## config.mk

```make
export PLATFORM = sky130hd
export DESIGN_NAME = scr_clock_reset_ctrl
export DESIGN_NICKNAME = d
export VERILOG_FILES = /design/src/scr_pkg.sv /design/src/scr_phase_divider.sv /design/src/scr_clock_reset_ctrl.sv
export SDC_FILE = /design/constraint.sdc
export NUM_CORES = 1
export LEC_CHECK = 0
export BUFFER_PORTS_ARGS = -buffer_cell sky130_fd_sc_hd__buf_2
export CELL_PAD_IN_SITES_DETAIL_PLACEMENT = 0
export CELL_PAD_IN_SITES_GLOBAL_PLACEMENT = 1
export CORE_UTILIZATION = 32
export CTS_BUF_LIST = sky130_fd_sc_hd__clkbuf_16
export DETAILED_ROUTE_END_ITERATION = 16
export HOLD_SLACK_MARGIN = 0.15
export PLACE_DENSITY = 0.76
export SLEW_MARGIN = 20
export SYNTH_ARGS = -nofsm -noshare
export SYNTH_HDL_FRONTEND = slang
export SYNTH_SLANG_ARGS = --single-unit
export TNS_END_PERCENT = 20
```

## constraint.sdc

```tcl
create_clock -name pclk -period 2 [get_ports pclk]
set_clock_uncertainty 0.15 [all_clocks]
set_input_delay 0.3 -clock pclk [delete_from_list [all_inputs] [get_ports pclk]]
set_output_delay 0.3 -clock pclk [all_outputs]
set_load 0.02 [all_outputs]
```

## src/scr_pkg.sv

```systemverilog
/*
  Constants for the SPI clock and reset control slice: register offsets,
  field positions, field widths, reset values and power mode codes.
  Assumes nothing of its surroundings; every other file refers to it.
*/
package scr_pkg;

  // ****************************************************************
  // Register offsets (byte addresses on the APB bus)
  // ****************************************************************
  localparam logic [7:0] OFS_DIV_CFG = 8'h2c; // spi_clock_divider_config
  localparam logic [7:0] OFS_GATE_EN = 8'h30; // spi_clock_gate_enable
  localparam logic [7:0] OFS_RST_CTL = 8'h34; // spi_reset_control
  localparam int ADDR_W = 8;

  // ****************************************************************
  // Field positions and widths
  // ****************************************************************
  localparam int POS_BAUD_SEL = 16;
  localparam int POS_LOW_PHASE = 8;
  localparam int POS_HIGH_PHASE = 0;
  localparam int PHASE_W = 3;
  localparam int POS_DEEP_SLEEP_GATE = 16;
  localparam int POS_SLEEP_GATE = 8;
  localparam int POS_RUN_GATE = 0;
  localparam int POS_ENABLED_FLAG = 1;
  localparam int POS_SOFT_RESET = 0;

  // ****************************************************************
  // Reset values
  // ****************************************************************
  localparam logic RST_BIT = 1'b0;
  localparam logic [PHASE_W-1:0] RST_PHASE = 3'h0;
  localparam logic [31:0] RST_WORD = 32'h0000_0000;
  localparam logic DEEP_SLEEP_GATE_VAL = 1'b0; // Fixed, read-only

  // ****************************************************************
  // Baud source and power modes
  // ****************************************************************
  localparam logic SRC_XTAL = 1'b0;
  localparam logic SRC_PLL = 1'b1;

  typedef enum logic [1:0] {
    MODE_RUN,
    MODE_SLEEP,
    MODE_DEEP_SLEEP
  } scr_power_mode_t;

  typedef enum logic {
    PH_HIGH,
    PH_LOW
  } scr_phase_t;

endpackage

```

## src/scr_phase_divider.sv

```systemverilog
/*
  Programmable phase divider for the PLL-derived SPI baud clock.
  Counts cycles of its own clock (the PLL clock in the real chip) and
  drives a level that is high for (high_phase + 1) and low for
  (low_phase + 1) cycles. Assumes the phase fields are stable registers.
*/
`timescale 1ns/1ps

module scr_phase_divider #(
  parameter int PHASE_W = scr_pkg::PHASE_W
) (
  // Clock and reset
  input wire logic clk,
  input wire logic rst_n,
  input wire logic ce,
  // Phase lengths minus one
  input wire logic [PHASE_W-1:0] high_phase,
  input wire logic [PHASE_W-1:0] low_phase,
  // Divided clock level
  output logic div_clk
);

  scr_pkg::scr_phase_t phase_r;
  scr_pkg::scr_phase_t phase_nxt;
  logic [PHASE_W-1:0] cnt_r;
  logic [PHASE_W-1:0] cnt_nxt;

  // ****************************************************************
  // Phase counter
  // ****************************************************************

  // New field values count at once, even mid-phase; the >= compare ends a phase already past the new length
  always_comb begin
    phase_nxt = phase_r;
    cnt_nxt = cnt_r + PHASE_W'(1);
    case (phase_r)
      scr_pkg::PH_HIGH: begin
        if (cnt_r >= high_phase) begin
          phase_nxt = scr_pkg::PH_LOW;
          cnt_nxt = '0;
        end
      end
      scr_pkg::PH_LOW: begin
        if (cnt_r >= low_phase) begin
          phase_nxt = scr_pkg::PH_HIGH;
          cnt_nxt = '0;
        end
      end
      default: begin
        phase_nxt = scr_pkg::PH_HIGH;
        cnt_nxt = '0;
      end
    endcase
  end

  // Register phase and count
  always_ff @(posedge clk or negedge rst_n) begin
    if (!rst_n) begin
      phase_r <= scr_pkg::PH_HIGH;
      cnt_r <= '0;
    end else if (ce) begin
      phase_r <= phase_nxt;
      cnt_r <= cnt_nxt;
    end
  end

  assign div_clk = (phase_r == scr_pkg::PH_HIGH);

endmodule

```

## src/scr_clock_reset_ctrl.sv

```systemverilog
/*
  SPI clock and reset control slice: three APB registers, baud source
  selection between crystal and divided PLL clock, per power mode gating
  and a software reset for the SPI core.
  Assumes an APB master on pclk, a power mode code from the power
  controller on pclk, and a crystal clock level arriving from a pin.
*/
// The APB interface to the registers was chosen for this implementation.
`timescale 1ns/1ps

module scr_clock_reset_ctrl #(
  parameter int PHASE_W = scr_pkg::PHASE_W
) (
  // Clock, reset and freeze
  input wire logic pclk,
  input wire logic presetn,
  input wire logic ce,
  // APB slave
  input wire logic psel,
  input wire logic penable,
  input wire logic pwrite,
  input wire logic [scr_pkg::ADDR_W-1:0] paddr,
  input wire logic [31:0] pwdata,
  output logic [31:0] prdata,
  output logic pready,
  output logic pslverr,
  // Clock sources and power mode
  input wire logic xtal_clk_in,
  input wire logic [1:0] power_mode,
  // To the SPI core
  output logic spi_clk_out,
  output logic core_reset_out
);

  // ****************************************************************
  // Declarations
  // ****************************************************************
  logic baud_source_select_r, baud_source_select_nxt;
  logic [PHASE_W-1:0] divider_low_phase_r, divider_low_phase_nxt;
  logic [PHASE_W-1:0] divider_high_phase_r, divider_high_phase_nxt;
  logic sleep_gate_r, sleep_gate_nxt;
  logic run_gate_r, run_gate_nxt;
  logic core_soft_reset_r, core_soft_reset_nxt;
  logic pready_r, pready_nxt;
  logic pslverr_r, pslverr_nxt;
  logic [31:0] prdata_r, prdata_nxt;
  logic xtal_meta_r, xtal_sync_r;
  logic src_active_r, src_active_nxt;
  logic gate_on_r, gate_on_nxt;
  logic spi_clk_r, spi_clk_nxt;
  logic core_reset_r, core_reset_nxt;
  logic div_clk;
  logic src_level;
  logic mode_gate;
  logic enabled_flag;
  logic wr_en;
  logic addr_hit;

  // ****************************************************************
  // PLL divider
  // ****************************************************************

  // Runs on pclk here; in silicon it counts 240 MHz PLL cycles
  scr_phase_divider #(
    .PHASE_W(PHASE_W)
  ) u_divider (
    .clk(pclk),
    .rst_n(presetn),
    .ce(ce),
    .high_phase(divider_high_phase_r),
    .low_phase(divider_low_phase_r),
    .div_clk(div_clk)
  );

  // ****************************************************************
  // Crystal clock synchroniser
  // ****************************************************************

  // Two flops before anything looks at the pin
  always_ff @(posedge pclk or negedge presetn) begin
    if (!presetn) begin
      xtal_meta_r <= 1'b0;
      xtal_sync_r <= 1'b0;
    end else if (ce) begin
      xtal_meta_r <= xtal_clk_in;
      xtal_sync_r <= xtal_meta_r;
    end
  end

  // ****************************************************************
  // APB register access
  // ****************************************************************

  // Decode; each register is one aligned word
  always_comb begin
    addr_hit = (paddr == scr_pkg::OFS_DIV_CFG) || (paddr == scr_pkg::OFS_GATE_EN)
               || (paddr == scr_pkg::OFS_RST_CTL);
    // Write lands only at the edge where pready is seen high
    wr_en = psel && penable && pready_r && pwrite && addr_hit;
  end

  // One wait state: pready rises in the second access cycle
  always_comb begin
    pready_nxt = psel && penable && !pready_r;
    pslverr_nxt = psel && penable && !pready_r && !addr_hit;
    prdata_nxt = prdata_r;
    if (psel && penable && !pready_r) begin
      prdata_nxt = scr_pkg::RST_WORD; // Unused and unmapped read zero
      if (!pwrite) begin
        case (paddr)
          scr_pkg::OFS_DIV_CFG: begin
            prdata_nxt[scr_pkg::POS_BAUD_SEL] = baud_source_select_r;
            prdata_nxt[scr_pkg::POS_LOW_PHASE +: PHASE_W] = divider_low_phase_r;
            prdata_nxt[scr_pkg::POS_HIGH_PHASE +: PHASE_W] = divider_high_phase_r;
          end
          scr_pkg::OFS_GATE_EN: begin
            prdata_nxt[scr_pkg::POS_DEEP_SLEEP_GATE] = scr_pkg::DEEP_SLEEP_GATE_VAL;
            prdata_nxt[scr_pkg::POS_SLEEP_GATE] = sleep_gate_r;
            prdata_nxt[scr_pkg::POS_RUN_GATE] = run_gate_r;
          end
          scr_pkg::OFS_RST_CTL: begin
            prdata_nxt[scr_pkg::POS_ENABLED_FLAG] = enabled_flag;
            prdata_nxt[scr_pkg::POS_SOFT_RESET] = core_soft_reset_r;
          end
          default: begin
            prdata_nxt = scr_pkg::RST_WORD;
          end
        endcase
      end
    end
  end

  // Writable fields only; all other bits are not stored
  always_comb begin
    baud_source_select_nxt = baud_source_select_r;
    divider_low_phase_nxt = divider_low_phase_r;
    divider_high_phase_nxt = divider_high_phase_r;
    sleep_gate_nxt = sleep_gate_r;
    run_gate_nxt = run_gate_r;
    core_soft_reset_nxt = core_soft_reset_r;
    if (wr_en) begin
      case (paddr)
        scr_pkg::OFS_DIV_CFG: begin
          baud_source_select_nxt = pwdata[scr_pkg::POS_BAUD_SEL];
          divider_low_phase_nxt = pwdata[scr_pkg::POS_LOW_PHASE +: PHASE_W];
          divider_high_phase_nxt = pwdata[scr_pkg::POS_HIGH_PHASE +: PHASE_W];
        end
        scr_pkg::OFS_GATE_EN: begin
          sleep_gate_nxt = pwdata[scr_pkg::POS_SLEEP_GATE];
          run_gate_nxt = pwdata[scr_pkg::POS_RUN_GATE];
        end
        scr_pkg::OFS_RST_CTL: begin
          core_soft_reset_nxt = pwdata[scr_pkg::POS_SOFT_RESET];
        end
        default: begin
          core_soft_reset_nxt = core_soft_reset_r;
        end
      endcase
    end
  end

  // Register file and bus answer
  always_ff @(posedge pclk or negedge presetn) begin
    if (!presetn) begin
      baud_source_select_r <= scr_pkg::RST_BIT;
      divider_low_phase_r <= scr_pkg::RST_PHASE;
      divider_high_phase_r <= scr_pkg::RST_PHASE;
      sleep_gate_r <= scr_pkg::RST_BIT;
      run_gate_r <= scr_pkg::RST_BIT;
      core_soft_reset_r <= scr_pkg::RST_BIT;
      pready_r <= 1'b0;
      pslverr_r <= 1'b0;
      prdata_r <= scr_pkg::RST_WORD;
    end else if (ce) begin
      baud_source_select_r <= baud_source_select_nxt;
      divider_low_phase_r <= divider_low_phase_nxt;
      divider_high_phase_r <= divider_high_phase_nxt;
      sleep_gate_r <= sleep_gate_nxt;
      run_gate_r <= run_gate_nxt;
      core_soft_reset_r <= core_soft_reset_nxt;
      pready_r <= pready_nxt;
      pslverr_r <= pslverr_nxt;
      prdata_r <= prdata_nxt;
    end
  end

  // ****************************************************************
  // Mode gating and status
  // ****************************************************************

  // Deep sleep always gates off: its enable is a constant zero
  always_comb begin
    case (power_mode)
      scr_pkg::MODE_RUN: mode_gate = run_gate_r;
      scr_pkg::MODE_SLEEP: mode_gate = sleep_gate_r;
      scr_pkg::MODE_DEEP_SLEEP: mode_gate = scr_pkg::DEEP_SLEEP_GATE_VAL;
      default: mode_gate = 1'b0;
    endcase
    // Enabled means the clock is running and the core is out of reset
    enabled_flag = gate_on_r && !core_reset_r;
  end

  // ****************************************************************
  // Glitch-free source switch and gate
  // ****************************************************************

  // Source changes happen only while both old and new sources are low, so no
  // high phase of the output is ever shortened; costs a few cycles of delay
  always_comb begin
    src_active_nxt = src_active_r;
    gate_on_nxt = gate_on_r;
    if ((baud_source_select_r != src_active_r) && !xtal_sync_r && !div_clk) begin
      src_active_nxt = baud_source_select_r;
    end
    src_level = (src_active_r == scr_pkg::SRC_PLL) ? div_clk : xtal_sync_r;
    if (!src_level && !spi_clk_r) begin
      gate_on_nxt = mode_gate;
    end
    spi_clk_nxt = src_level && gate_on_r;
    core_reset_nxt = core_soft_reset_r;
  end

  // Clock output and core reset come straight from flops
  always_ff @(posedge pclk or negedge presetn) begin
    if (!presetn) begin
      src_active_r <= scr_pkg::SRC_XTAL;
      gate_on_r <= 1'b0;
      spi_clk_r <= 1'b0;
      core_reset_r <= 1'b0;
    end else if (ce) begin
      src_active_r <= src_active_nxt;
      gate_on_r <= gate_on_nxt;
      spi_clk_r <= spi_clk_nxt;
      core_reset_r <= core_reset_nxt;
    end
  end

  assign prdata = prdata_r;
  assign pready = pready_r;
  assign pslverr = pslverr_r;
  assign spi_clk_out = spi_clk_r;
  assign core_reset_out = core_reset_r;

endmodule

```

==> impl_metrics.yaml <==
placement:
  gp_congestion: 0.764
  port_buffers: 34
  dp_cells: 263
  placed_area_mm2: 0.00181
  hpwl_um: 2320
worst_hold_path:
  hold_path_class: "in -> reg"
  min_path_cells: 2
  min-delay-start: "pwdata[0]"
  holdPathEnd: "divider_high_phase_r[0]$_DFFE_PN0P_"
synthesis:
  synth_cells: 163
  yosysSeqAreaShare_pct: 44.3
  synth_seq_cells: 29
  synth_edf_count: 0
  yosysUniqueCellTypes: 30
  syn_area_per_cell_um2: 10.0
  synth_ff_type: "dfrtp_1"
  ys_async_sr_fraction_pct: 100
  synth_area_mm2: 0.00164
  yosysTopAreaCellShare_pct: 44.3
  ys_top_cells_by_area: "dfrtp_1 (44%), buf_4 (11%), mux2_2 (9.6%)"
  yosysTopAreaCell: "dfrtp_1"
  ys_warn_count: 0
layout:
  fin_util_pct: 42.2
  syn_to_final_growth_pct: 24.1
  final_cell_mix: "buf_2 (34), dfrtp_1 (29), conb_1 (25)"
  final_layout_size_suffix_gt1_share_pct: 28.2
  layout_commonest_cell: "buf_2"
  fin_area_mm2: 0.00203
  nNetsFinal: 268
  stdcell_count: 280
  n_antenna_cell: 0
sta:
  setup-tns-final_ns: 0
  setup_viol: 0
  slew_headroom_pct: 56.5
  slew_viol_final: 0
  worstMarginPinSlew_ns: 0.652
  holdWs_ns: 0.158
  max_freq_mhz: 580
  finalHoldViolations: 0
  timing.final.crit_share_pct: 86.2
  min_period_ns: 1.72
  rsz0062_at_grt: "false"
critical_path:
  reg2reg_depth: 6
  startpoint_type: "flip-flop"
  reg2reg_from: "u_divider.cnt_r[0]$_DFFE_PN0P_"
  critical_path_class: "reg -> reg"
  r2r_slack_ns: 0.28
  arrival_ns: 1.76
  r2r_end: "u_divider.cnt_r[0]$_DFFE_PN0P_"
  setup.worst_path.end_class: "flip-flop"
  path_max_fanout: 3
  required_ns: 2.04
global_route:
  grt_max_degree: 30
  grt_pass1_wl_um: 5240
  globalRouteOverflowTotal: 0
  antenna_found_initial: 0
  gr-usage-all-layers_pct: 13.1
  grt_pass1_vias: 1165
floorplanning:
  io_pins: 85
  die-area_mm2: 0.00541
  die_w_um: 73.5
  row_count: 25
  die_y_um: 73.5
  start_util_pct: 34.0
  coreArea_mm2: 0.00482
routing:
  drtAntennaViolNets: 0
  drt_iter0_drc: 30
  drc: 0
  vias_per_cell: 4.35
  dr.pass1.iters: 4
  via_count: 1219
  totalWireLength_um: 3090
  routedWlPerCell_um: 11.0
clock_network:
  cts_resized: 0
  htree_levels: 2
  numCtsBuffers: 5
  cts_tree: "built"
  cts_sinks: 29
  cts_root_buffer: "clkbuf_16"
  clk_path_buf_depth: 2
  clk_pin_slew_ns: 0.05
  clkLatencyLatePin_ns: 0.27
run_status:
  status: "completed"
pwr:
  p_per_area_mw_per_mm2: 710
  p_leak_uw: 0.000991
  irDropWorstVdd_uv: 542
run:
  cap_violations: 0
-- synth_stat cells, drive strengths merged, types with 2 or more instances --
cell type,n
dfrtp,29
buf,25
nand2,19
mux2,14
inv,12
o21ai,12
ha,7
nor2b,5
nand3,4
nor2,4
a21oi,3
clkbuf,3
nand2b,3
o22ai,3
a32o,2
mux2i,2
nand4,2
o31ai,2
-- power breakdown --
part / switching [uW] / total (uW) / internal [uW]
Combinational: 99.2 / 148 / 48.9
Clock: 240 / 687 / 448
Sequential: 8.49 / 608 / 600
-- cells by family (layout without fill, tap and decap cells) --
kind of cell / count (synthesis) / after routing / synth area share (%)
AND/OR/NAND/NOR: 42 / 42 / 13.6
buffers and inverters: 40 / 66 / 14.9
flip-flops: 29 / 29 / 44.3
AO/OA/AOI/OAI: 28 / 28 / 10.8
multiplexers: 16 / 16 / 10.8
adder cells (fa/ha/maj): 7 / 7 / 5.35
other: 1 / 25 / 0.229
-- worst max-delay path, cell delays in order (launching register included) --
cell and delay (ns):
dfrtp_1 0.39, inv_1 0.12, ha_1 0.24, nor2b_1 0.12, o21ai_0 0.14, mux2_2 0.32
o21ai_0 0.17
-- worst max path at each step --
| stage | start | to | slack (ns) | cells after the start |
|---|---|---|---|---|
| 2_1_floorplan | paddr[0] | prdata[1]$_DFFE_PN0P_ | 0.36 | 4 |
| 3_3_place_gp | paddr[0] | core_reset_nxt$_DFFE_PN0P_ | 0.20 | 5 |
| 3_5_place_dp | paddr[0] | prdata[0]$_DFFE_PN0P_ | 0.18 | 4 |
| 4_1_cts | u_divider.cnt_r[0]$_DFFE_PN0P_ | u_divider.cnt_r[0]$_DFFE_PN0P_ | 0.24 | 6 |
| 5_1_grt | u_divider.cnt_r[0]$_DFFE_PN0P_ | u_divider.cnt_r[0]$_DFFE_PN0P_ | 0.10 | 6 |
| 6_report | u_divider.cnt_r[0]$_DFFE_PN0P_ | u_divider.cnt_r[0]$_DFFE_PN0P_ | 0.28 | 6 |
-- what timing repair did --
item	CTS	global route
hold buffers	9	0
hold endpoints to repair	38	0
buffers inserted	0	0
-- sequential cells by signal, indices dropped and copies added, names as in the netlist --
register and count:
baud_source_select_r 1, core_reset_nxt 1, core_reset_out 1, divider_high_phase_r 3
divider_low_phase_r 3, gate_on_r 1, prdata 7, pready 1
pslverr 1, run_gate_r 1, sleep_gate_r 1, spi_clk_out 1
src_active_r 1, u_divider.cnt_r 3, u_divider.phase_r 1, xtal_meta_r 1
xtal_sync_r 1
-- routing by layer --
metal	track usage [%]	share of wire, %	up-vias
met5	0	0	-
met4	5.77	1.4	0
met1	16.4	48	566
met2	20.9	46	36
li1	-	-	612
met3	3.70	5.0	5
-- stage by stage --
step	setup slack, ns	total power [uW]
6_report	0.275	1440
2_1_floorplan	0.359	735
3_5_place_dp	0.181	753
5_1_grt	0.101	1510
3_3_place_gp	0.202	751
4_1_cts	0.245	1470
-- layout make-up --
cell class | count | area (um2)
Tap cell | 67 | 83.8
Clock inverter | 3 | 12.5
Multi-Input combinational cell | 118 | 758
Clock buffer | 5 | 125
Inverter | 12 | 45.0
Fill cell | 500 | 2780
Sequential cell | 29 | 726
Timing Repair Buffer | 46 | 283
Power figures use the tool's default switching activity.
